===== src/quad_pulser_pkg.sv =====
// shared constants and types for the quadrature up/down pulser
package quad_pulser_pkg;

    // ======================================================================
    // clock and timing
    // ======================================================================
    localparam int CLK_MHZ          = 125;
    localparam int STEP_DELAY_US    = 200;   // select low to clock pulse
    localparam int PULSE_WIDTH_US   = 200;   // active clock pulse width
    localparam int TAIL_US          = 200;   // clock end to select release
    localparam int POR_MS           = 30;    // internal power-on quiet time
    localparam int DEBOUNCE_US      = 5500;  // typical qualification time
    localparam int STEP_DELAY_CYC   = STEP_DELAY_US * CLK_MHZ;
    localparam int PULSE_WIDTH_CYC  = PULSE_WIDTH_US * CLK_MHZ;
    localparam int TAIL_CYC         = TAIL_US * CLK_MHZ;
    localparam int POR_CYC          = POR_MS * 1000 * CLK_MHZ;
    localparam int DEBOUNCE_CYC     = DEBOUNCE_US * CLK_MHZ;

    // ======================================================================
    // filter shape
    // ======================================================================
    localparam int FILT_W           = 4;     // integrator width
    localparam logic [FILT_W-1:0] FILT_HI  = 4'hC; // upper hysteresis level
    localparam logic [FILT_W-1:0] FILT_LO  = 4'h3; // lower hysteresis level
    localparam logic [FILT_W-1:0] FILT_MAX = 4'hF;
    localparam int TIMER_W          = 32;

    // ======================================================================
    // types
    // ======================================================================
    typedef enum logic [1:0] {
        SEQ_IDLE  = 2'b00,
        SEQ_LEAD  = 2'b01,
        SEQ_PULSE = 2'b10,
        SEQ_TAIL  = 2'b11
    } seq_state_e;

    typedef struct packed {
        logic sel_n;    // active-low select
        logic clk_out;  // clock pulse, polarity applied
        logic dir_up;   // direction level
    } step_out_s;

endpackage : quad_pulser_pkg


===== src/phase_filter.sv =====
// averaging filter with hysteresis and stability timer for one phase input
`timescale 1ns/1ps
module phase_filter
    import quad_pulser_pkg::*;
#(
    parameter int STABLE_CYC = DEBOUNCE_CYC
) (
    input  wire logic core_clk,
    input  wire logic rstn,
    input  wire logic raw_in,
    input  wire logic init_level,
    input  wire logic init_load,
    output logic      clean_out
);
    import quad_pulser_pkg::*;

    logic [FILT_W-1:0]  acc_reg;
    logic [TIMER_W-1:0] tmr_reg;
    logic               lvl_reg;
    logic               tick_reg;
    logic [7:0]         pre_reg;

    // ======================================================================
    // integrator sampled at most every 256 cycles, so only about 30 us of bounce averages out
    // ======================================================================
    localparam int TICK_DIV = (STABLE_CYC / 64 > 1) ? STABLE_CYC / 64 : 1;
    localparam logic [7:0] TICK_LAST = 8'(TICK_DIV > 255 ? 255 : TICK_DIV - 1);

    wire pre_wrap = (pre_reg == TICK_LAST);
    wire acc_up   = tick_reg && raw_in && (acc_reg != FILT_MAX);
    wire acc_dn   = tick_reg && !raw_in && (acc_reg != '0);
    // comparator output with hysteresis
    wire want_hi  = (acc_reg >= FILT_HI);
    wire want_lo  = (acc_reg <= FILT_LO);
    wire differs  = (want_hi && !lvl_reg) || (want_lo && lvl_reg);
    wire expired  = (tmr_reg >= TIMER_W'(STABLE_CYC));

    // prescaler for integrator steps
    always_ff @(posedge core_clk or negedge rstn) begin
        if (!rstn) begin
            pre_reg  <= 8'h00;
            tick_reg <= 1'b0;
        end else begin
            pre_reg  <= pre_wrap ? 8'h00 : pre_reg + 8'h01;
            tick_reg <= pre_wrap;
        end
    end

    // integrator
    always_ff @(posedge core_clk or negedge rstn) begin
        if (!rstn) begin
            acc_reg <= '0;
        end else if (init_load) begin
            acc_reg <= init_level ? FILT_MAX : '0;
        end else if (acc_up) begin
            acc_reg <= acc_reg + 1'b1;
        end else if (acc_dn) begin
            acc_reg <= acc_reg - 1'b1;
        end
    end

    // stability timer: noise that pulls the integrator back past the hysteresis level restarts it, so period grows with noise
    always_ff @(posedge core_clk or negedge rstn) begin
        if (!rstn) begin
            tmr_reg <= '0;
            lvl_reg <= 1'b0;
        end else if (init_load) begin
            tmr_reg <= '0;
            lvl_reg <= init_level;
        end else if (!differs) begin
            tmr_reg <= '0;
        end else if (expired) begin
            tmr_reg <= '0;
            lvl_reg <= ~lvl_reg;
        end else begin
            tmr_reg <= tmr_reg + 1'b1;
        end
    end

    assign clean_out = lvl_reg;

endmodule : phase_filter


===== src/quadrature_updown_pulser.sv =====
// quadrature encoder to select/clock/direction step pulser
`timescale 1ns/1ps
module quadrature_updown_pulser
    import quad_pulser_pkg::*;
#(
    parameter int POR_CYCLES      = POR_CYC,
    parameter int DEBOUNCE_CYCLES = DEBOUNCE_CYC,
    parameter int LEAD_CYCLES     = STEP_DELAY_CYC,
    parameter int PULSE_CYCLES    = PULSE_WIDTH_CYC,
    parameter int TAIL_CYCLES     = TAIL_CYC
) (
    input  wire logic               core_clk,
    input  wire logic               rstn,
    input  wire logic               phase_a,
    input  wire logic               phase_b,
    input  wire logic               clk_invert,
    output quad_pulser_pkg::step_out_s step_out,
    output quad_pulser_pkg::step_out_s step_oe
);
    import quad_pulser_pkg::*;

    // ======================================================================
    // synchronizers
    // ======================================================================
    logic [2:0] sync1_reg;
    logic [2:0] sync2_reg;
    wire  [2:0] pins_raw = {clk_invert, phase_b, phase_a};

    // first stage feeds only the second stage
    always_ff @(posedge core_clk or negedge rstn) begin
        if (!rstn) begin
            sync1_reg <= 3'h0;
            sync2_reg <= 3'h0;
        end else begin
            sync1_reg <= pins_raw;
            sync2_reg <= sync1_reg;
        end
    end

    wire a_sync   = sync2_reg[0];
    wire b_sync   = sync2_reg[1];
    wire inv_sync = sync2_reg[2];

    // ======================================================================
    // internal power-on timer
    // ======================================================================
    logic [TIMER_W-1:0] por_reg;
    logic               ready_reg;
    logic               init_pulse_reg;
    wire por_done = (por_reg >= TIMER_W'(POR_CYCLES - 1));

    // counts from reset release; outputs stay undriven meanwhile
    always_ff @(posedge core_clk or negedge rstn) begin
        if (!rstn) begin
            por_reg        <= '0;
            ready_reg      <= 1'b0;
            init_pulse_reg <= 1'b0;
        end else begin
            if (!por_done) begin
                por_reg <= por_reg + 1'b1;
            end
            ready_reg      <= por_done;
            init_pulse_reg <= por_done && !ready_reg;
        end
    end

    // ======================================================================
    // debounce filters, one per phase
    // ======================================================================
    wire [1:0] ph_sync = {b_sync, a_sync};
    wire [1:0] ph_clean;

    genvar gi;
    generate
        for (gi = 0; gi < 2; gi++) begin : g_filt
            phase_filter #(
                .STABLE_CYC (DEBOUNCE_CYCLES)
            ) u_filt (
                .core_clk   (core_clk),
                .rstn       (rstn),
                .raw_in     (ph_sync[gi]),
                .init_level (ph_sync[gi]),
                .init_load  (init_pulse_reg),
                .clean_out  (ph_clean[gi])
            );
        end
    endgenerate

    // ======================================================================
    // direction decoding
    // ======================================================================
    logic [1:0] prev_reg;
    logic [1:0] seen_reg;     // which phases have changed since startup
    logic       last_ch_reg;  // phase that moved last (0 = a, 1 = b)
    logic       chatter_reg;  // same phase moved twice in a row

    // follow the filters' preload, or a high pin at power-on would look
    // like a first edge one cycle after the load
    wire [1:0] prev_next = init_pulse_reg ? ph_sync : ph_clean;
    wire a_edge = ready_reg && (ph_clean[0] != prev_reg[0]);
    wire b_edge = ready_reg && (ph_clean[1] != prev_reg[1]);
    wire any_edge = a_edge ^ b_edge;   // both at once is illegal, dropped
    wire this_ch  = b_edge;
    // a moving to differ from b, or b moving to equal a, is clockwise
    wire cw_move = a_edge ? (ph_clean[0] != ph_clean[1])
                          : (ph_clean[0] == ph_clean[1]);
    wire repeat_ch = (seen_reg == 2'b11) && (this_ch == last_ch_reg);
    wire both_seen = (seen_reg | {b_edge, a_edge}) == 2'b11;
    // a step needs alternating phases; a lone phase retoggling only
    // returns to where it was, so it is blocked until the other moves
    wire step_req = any_edge && both_seen
                 && !(repeat_ch && !chatter_reg ? 1'b1 : chatter_reg
                      && this_ch == last_ch_reg);

    always_ff @(posedge core_clk or negedge rstn) begin
        if (!rstn) begin
            prev_reg    <= 2'h0;
            seen_reg    <= 2'h0;
            last_ch_reg <= 1'b0;
            chatter_reg <= 1'b0;
        end else if (!ready_reg || init_pulse_reg) begin
            prev_reg    <= prev_next;
        end else begin
            prev_reg <= prev_next;
            if (any_edge) begin
                seen_reg    <= seen_reg | {b_edge, a_edge};
                last_ch_reg <= this_ch;
                chatter_reg <= (this_ch == last_ch_reg) && seen_reg[this_ch];
            end
        end
    end

    // ======================================================================
    // output sequencer
    // ======================================================================
    seq_state_e         st_reg;
    seq_state_e         st_next;
    logic [TIMER_W-1:0] cnt_reg;
    logic               dir_reg;
    logic               sel_n_reg;
    logic               pulse_reg;

    wire lead_end  = (cnt_reg == TIMER_W'(LEAD_CYCLES - 1));
    wire pulse_end = (cnt_reg == TIMER_W'(PULSE_CYCLES - 1));
    wire tail_end  = (cnt_reg == TIMER_W'(TAIL_CYCLES - 1));
    wire seq_start = (st_reg == SEQ_IDLE) && step_req;

    // next state; steps arriving while busy are dropped
    always_comb begin
        st_next = st_reg;
        case (st_reg)
            SEQ_IDLE:  if (seq_start) st_next = SEQ_LEAD;
            SEQ_LEAD:  if (lead_end)  st_next = SEQ_PULSE;
            SEQ_PULSE: if (pulse_end) st_next = SEQ_TAIL;
            SEQ_TAIL:  if (tail_end)  st_next = SEQ_IDLE;
            default:                  st_next = SEQ_IDLE;
        endcase
    end

    wire cnt_clr = (st_next != st_reg);

    always_ff @(posedge core_clk or negedge rstn) begin
        if (!rstn) begin
            st_reg  <= SEQ_IDLE;
            cnt_reg <= '0;
        end else begin
            st_reg  <= st_next;
            cnt_reg <= cnt_clr ? '0 : cnt_reg + 1'b1;
        end
    end

    // direction set one cycle ahead of select, then held
    always_ff @(posedge core_clk or negedge rstn) begin
        if (!rstn) begin
            dir_reg <= 1'b0;
        end else if (seq_start) begin
            dir_reg <= cw_move;
        end
    end

    // select and raw pulse registered from state, a cycle behind dir
    always_ff @(posedge core_clk or negedge rstn) begin
        if (!rstn) begin
            sel_n_reg <= 1'b1;
            pulse_reg <= 1'b0;
        end else begin
            sel_n_reg <= (st_reg == SEQ_IDLE);
            pulse_reg <= (st_reg == SEQ_PULSE);
        end
    end

    // polarity applied from the synchronized pin, so a change reaches the pins three cycles later; no flop
    // here, or the clock would trail select by one cycle at the pins
    wire clk_level = pulse_reg ^ inv_sync;

    // pins released during the power-on quiet time
    always_ff @(posedge core_clk or negedge rstn) begin
        if (!rstn) begin
            step_out <= '{sel_n: 1'b1, clk_out: 1'b0, dir_up: 1'b0};
            step_oe  <= '0;
        end else begin
            step_out <= '{sel_n: sel_n_reg, clk_out: clk_level,
                          dir_up: dir_reg};
            step_oe  <= {3{ready_reg}};
        end
    end

endmodule : quadrature_updown_pulser

===== config.mk =====
export PLATFORM = sky130hd
export DESIGN_NAME = quadrature_updown_pulser
export DESIGN_NICKNAME = d
export VERILOG_FILES = /design/src/quad_pulser_pkg.sv /design/src/phase_filter.sv /design/src/quadrature_updown_pulser.sv
export SDC_FILE = /design/constraint.sdc
export NUM_CORES = 1
export LEC_CHECK = 0
export ABC_AREA = 1
export BUFFER_PORTS_ARGS = -buffer_cell sky130_fd_sc_hd__buf_2
export CAP_MARGIN = 20
export CELL_PAD_IN_SITES_DETAIL_PLACEMENT = 2
export CELL_PAD_IN_SITES_GLOBAL_PLACEMENT = 2
export CORE_MARGIN = 2
export CORE_UTILIZATION = 42
export DETAILED_ROUTE_END_ITERATION = 10
export PLACE_DENSITY = 0.91
export SLEW_MARGIN = 25
export SYNTH_ARGS = -nofsm -noshare
export SYNTH_HDL_FRONTEND = slang
export SYNTH_HIERARCHICAL = 1
export SYNTH_SLANG_ARGS = --single-unit

===== constraint.sdc =====
create_clock -name core_clk -period 4.5 [get_ports core_clk]
set_clock_uncertainty 0.2 [all_clocks]
set_input_delay 0 -clock core_clk [delete_from_list [all_inputs] [get_ports core_clk]]
set_output_delay 0 -clock core_clk [all_outputs]
set_load 0.02 [all_outputs]

== Word level (Yosys, flattened, before mapping) ==
Index checks and enable logic that the tools add are counted.
Operators by class
  $lt $le $gt $ge: 8
  add/subtract/negate cells: 10
  muxes and demuxes: 33
  shift-type cells: 0
  eq/ne operators: 16
  reduce and logical (&&, ||, !) cells: 44
  bitwise logic cells: 6
  multipliers: 0
  divide/modulo/power cells: 0
Operators by type and width (count)
  $mux W32: 7
  $add A32 B1 Y32 const B: 4
  $ge A32 B20 Y1 const B: 2
  $eq A32 B15 Y1 const B: 1
  $ge A32 B22 Y1 const B: 1
  $mux W4: 8
  $logic_and A1 B1 Y1: 22
  $add A8 B1 Y8 const B: 2
  $eq A8 B8 Y1 const B: 2
  $mux W8: 2
  $mux W1: 10
  $mux W2: 5
  $add A4 B1 Y4 const B: 2
  $eq A2 B2 Y1 const B: 4
  $ge A4 B4 Y1 const B: 2
  $le A4 B2 Y1 const B: 2
  $ne A4 B4 Y1 const B: 2
  $pmux W2 S4: 1
  $reduce_bool A2 Y1: 4
  $reduce_bool A4 Y1: 2
  $sub A4 B1 Y4 const B: 2
  $logic_not A1 Y1: 7
  $reduce_and A2 Y1: 3
  $reduce_bool A3 Y1: 2
  10 further kinds: 18
Word-level totals
  logic and storage cells: 145
  memories kept: 0
  register bits after elaboration: 179
  bits in latches: 0
  input port bits: 5
  bits in read-only memories: 0
  output and inout bits: 6
  RAM bits: 0

== Depth between registers and ports, before layout ==
  depth after elaboration: 13
  mapped depth: 12
  mapped depth without buffers: 11

== Modules after synthesis ==
The synthesis kept the hierarchy.
Modules (own cells, without submodules)
  quadrature_updown_pulser: cells each 652, area each 4723.3 um^2, instances 1, seq. area each 2179.6 um^2
  phase_filter: cells each 250, area each 2219.6 um^2, instances 2, seq. area each 1151.1 um^2

== Worst setup path after synthesis ==
No wires, ideal clock.
  path kind: register -> register
  start: reg g_filt[0].u_filt.acc_reg[1]
  end: reg g_filt[0].u_filt.acc_reg[3]
  path buffers: 0
  setup slack: 2584 ps
  required time: 4178 ps
  setup time: 122 ps
  stages on the path, launching flop included: 10
  clock period less this slack: 1916 ps
  arrival: 1594 ps
  cells stage by stage: dfrtp_1 > nand2_1 > o21ai_0 > ha_1 > nand2_1 > nand2_1 > nor2_1 > nand3_1 > nand3_1 > a21oi_1
Between the ends
  cells in the longest elaborated chain, start to end: 4
  elaborated cells between the ends (all ways): 10
  classes of those cells: add/sub: 2; eq/ne: 1; mux: 3; reduce/logical: 4
RTL lines
  from (decl): RTL line phase_filter.sv:17  | logic [FILT_W-1:0] acc_reg;
  from (signal assigned): RTL line phase_filter.sv:54  | acc_reg <= init_level ? FILT_MAX : '0;
  from (signal assigned): RTL line phase_filter.sv:56  | acc_reg <= acc_reg + 1'b1;
  from (signal assigned): RTL line phase_filter.sv:58  | acc_reg <= acc_reg - 1'b1;
  $sub A4 B1 Y4 / $ne A4 B4 Y1 (equally long branches): RTL line phase_filter.sv:58, phase_filter.sv:30
  $mux W4 / $logic_and A1 B1 Y1 (equally long branches): RTL line phase_filter.sv:57, phase_filter.sv:30
  $mux W4: RTL line phase_filter.sv:55  | end else if (acc_up) begin
  $mux W4: RTL line phase_filter.sv:53  | end else if (init_load) begin
Parallel ways exist; a longest one is shown, timed or not. The select of a mux whose other input is x is not followed.
A chain may end at the register's enable or synchronous reset.

== Worst setup path after layout ==
  start: reg g_filt[0].u_filt.lvl_reg
  end: reg cnt_reg[19]
Between the ends
  cells in the longest elaborated chain, start to end: 11
  elaborated cells between the ends (all ways): 12
  classes of those cells: eq/ne: 3; mux: 3; bitwise: 2; reduce/logical: 4
RTL lines
  from (decl): RTL line phase_filter.sv:19  | logic lvl_reg;
  from (signal assigned): RTL line phase_filter.sv:69  | lvl_reg <= init_level;
  from (signal assigned): RTL line phase_filter.sv:74  | lvl_reg <= ~lvl_reg;
  $ne A1 B1 Y1 (*): RTL line quadrature_updown_pulser.sv:100  | wire a_edge = ready_reg && (ph_clean[0] != prev_reg[0]);
  $logic_and A1 B1 Y1 (*): RTL line quadrature_updown_pulser.sv:100
  $or A2 B2 Y2: RTL line quadrature_updown_pulser.sv:108  | wire both_seen = (seen_reg | {b_edge, a_edge}) == 2'b11;
  $eq A2 B2 Y1: RTL line quadrature_updown_pulser.sv:108
  $logic_and A1 B1 Y1 (*): RTL line quadrature_updown_pulser.sv:111  | wire step_req = any_edge && both_seen
  $logic_and A1 B1 Y1 (*): RTL line quadrature_updown_pulser.sv:112  | && !(repeat_ch && !chatter_reg ? 1'b1 : chatter_reg
  $logic_and A1 B1 Y1 (*): RTL line quadrature_updown_pulser.sv:146  | wire seq_start = (st_reg == SEQ_IDLE) && step_req;
  $mux W2 (*): RTL line quadrature_updown_pulser.sv:152  | SEQ_IDLE: if (seq_start) st_next = SEQ_LEAD;
  $pmux W2 S4 (*): RTL line quadrature_updown_pulser.sv:151  | case (st_reg)
  $ne A2 B2 Y1 (*): RTL line quadrature_updown_pulser.sv:160  | wire cnt_clr = (st_next != st_reg);
  $mux W32 (*): RTL line quadrature_updown_pulser.sv:168  | cnt_reg <= cnt_clr ? '0 : cnt_reg + 1'b1;
  to (signal assigned): RTL line quadrature_updown_pulser.sv:168
  to (decl): RTL line quadrature_updown_pulser.sv:138  | logic [TIMER_W-1:0] cnt_reg;
Mark *: on every way between the ends. The rest lies on a longest branch, timed or not.

==> impl_metrics.ini <==
[run_status]
status = finished clean

[floorplanning]
fp.dieW_um = 151.7
ios = 11
die_area_sq_mm = 0.02301
initial_core_util = 0.4238
die_height_um = 151.7
num_rows = 54
fp.coreArea_sq_mm = 0.02162

[logic_synthesis]
async_reset_ff_frac = 1.000
muxShareOfSynthArea = 0
seq_area_frac_synth = 0.4891
synth_cell_types = 37
ys_warn_count = 6
synth_ff_type = dfrtp_1
synthCells = 1152
synth-edff-count = 0
synth-xor-area-share = 0.07074
synth_top_family_by_area = simple AND/OR/NAND/NOR gates
ys_ff_latch = 179
synth_compound_area_frac = 0.03113
synth_area_per_cell_sq_um = 7.954
yosys.area_share.simple = 0.3234
synth_fa_ha_area_frac = 0.02076
syn_area_sq_mm = 0.009163

[clock_network]
cts_tree = built
clk_pin_slew_ps = 80
post_cts_buffers = 0
htree_levels = 4
clkLatencyLatePin_ps = 460
cts-root-buf = clkbuf_16
ctsHoldBuffers = 6
cts_buffers = 17
cts.path.max_buffers = 2
cts_sinks = 179
ctsResizeCount = 0

[timing]
worst_slew_pin_slew_ps = 901.1
hold_viol = 0
slew_violations = 0
fmax_mhz = 382.0
fin_tns_setup_ps = 0
rsz0062_at_grt = false
finalCritPeriodShare = 0.5817
max_slew_margin = 0.3993
setup_viol = 0
min_period_ps = 2618

[worst_setup_path]
critPathTopFamily = simple AND/OR/NAND/NOR gates
crit_chain = inv_1, nand2_1, nand3_1, a21oi_1, nand3_2, nand2_2, nor2_1
worst_path_max_delay_cell = nand2_2
required_ps = 4610
crit_type = reg -> reg
critPathMaxFanout = 32
arrival_ps = 2720
worstSetupStartpointType = register
max_stage_delay_ps = 570
end_kind = register
path_buf_inv = 1

[global_route]
met1_usage = 0.3306
grt_pass1_vias = 9231
grt_use_met3 = 0.04760
grt_pass1_wl_mm = 51.49
use_met2 = 0.5401
grt_antenna_before_repair = 0
grt_max_degree = 106
track_usage = 0.2968
overflow = 0
grt_busiest_layer = met2

[drt]
vias_per_cell = 5.406
num_vias = 7990
drtIter0Drc = 312
drt-total-wl_mm = 32.46
postRouteAntennaNets = 0
drc_errors = 0
post_drt_wl_per_cell_um = 21.96
dr.pass1.iters = 4

[layout]
final_util = 0.4681
drive_gt1_frac = 0.06678
diodes = 0
fin_nets = 1204
syn_to_final_growth_pct = 10.45
largest_reg_flops = 64

[placement]
dpl.hpwl_mm = 18.98
io_buffers = 10
finalWeightedCongestion = 0.8444

[flow_run]
drv_cap = 0

[power]
p_per_area_mw_per_mm2 = 315.4
p_leak_nw = 4.773
ir_drop_v = 0.0002737

[worst_hold_path]
hp-class = in -> async
## cells in the final DEF, fill, tap and decap left out, drive strengths merged, types with 3 or more instances in the layout
cell / Yosys / routed
or2: 4 / 4
nor3: 16 / 16
conb: 2 / 24
nor2: 239 / 239
inv: 111 / 120
clkbuf: 10 / 19
xnor2: 16 / 16
buf: 16 / 11
nand3: 93 / 93
o211ai: 3 / 3
xor2: 58 / 58
clkinv: 0 / 4
nand2: 312 / 312
ha: 12 / 12
nand4: 24 / 24
and3: 5 / 5
a21oi: 17 / 17
dlygate4sd3: 0 / 6
o21ai: 22 / 22
dfrtp: 177 / 177
nand3b: 4 / 4
## path summary, 6_finish.rpt
kind,start,to,slack [ps],cells past startpoint
max,g_filt[0].u_filt/clean_out,cnt_reg[19],1880,7
min reg2reg,sync1_reg[1],sync2_reg[1],150,0
min in group core_clk,phase_b,sync1_reg[1],40,2
max reg2reg,g_filt[0].u_filt/clean_out,cnt_reg[19],1880,7
max in group asynchronous,rstn,g_filt[0].u_filt/tmr_reg[19],2970,3
min,rstn,por_reg[8],40,2
## layout make-up
type	instances	area (sq um)
clock inverters	14	131.4
well taps	280	350.3
multi-input cells	858	4177
clock buffers	18	429.2
repair buffers	18	133.9
flip-flops and latches	179	4482
inverters	111	416.7
fillers	2470	11500
## stage by stage
stage	cell area [sq um]	hold slack, ps	power (mW)	std cells	setup slack (ps)
after global placement	9499	-92.61	1.700	1440	2279
final	10120	37.11	3.192	1478	1882
after detailed placement	9499	-88.60	1.705	1440	2111
after CTS	10120	21.44	3.220	1478	1907
after floorplan	9245	-495.6	1.662	1174	2584
after global routing	10120	27.96	3.280	1478	1727
## logic make-up (layout without fill, tap and decap cells)
kind of cell / count (synthesis) / count (layout)
DFF: 179 / 179
AOI/OAI and AO/OA: 49 / 49
xor gates and xnor gates: 74 / 74
and+or+nand+nor: 697 / 697
buffers and inverters: 137 / 161
other: 2 / 24
adders and majority gates: 14 / 14
## metal layers
layer,vias up,share of wire
li1,3640,-
met4,0,0.049
met3,88,0.023
met2,136,0.53
met5,-,0
met1,4126,0.40
## synth_stat cells (5+ instances only)
cell type  instances  area [sq um]
nand2_2            8         50.05
o21ai_0           20         100.1
clkbuf_1          10         37.54
xor2_1            58         508.0
ha_1              12         150.1
and3_1             5         31.28
nand3_1           91         455.4
xnor2_1           16         140.1
inv_1            106         397.9
nand4_1           24         150.1
a21oi_1           16         80.08
dfrtp_1          177          4429
nand2_1          302          1134
buf_4             11         82.58
nor3_1            13         65.06
nor2_1           231         867.1
inv_2              5         18.77
## power breakdown
group	switching [mW]	internal [mW]	total, mW
Sequential	0.00786	1.62	1.63
Combinational	0.0413	0.00859	0.0499
Clock	0.778	0.735	1.51
Total	0.827	2.37	3.19
Power figures use the tool's default switching activity.
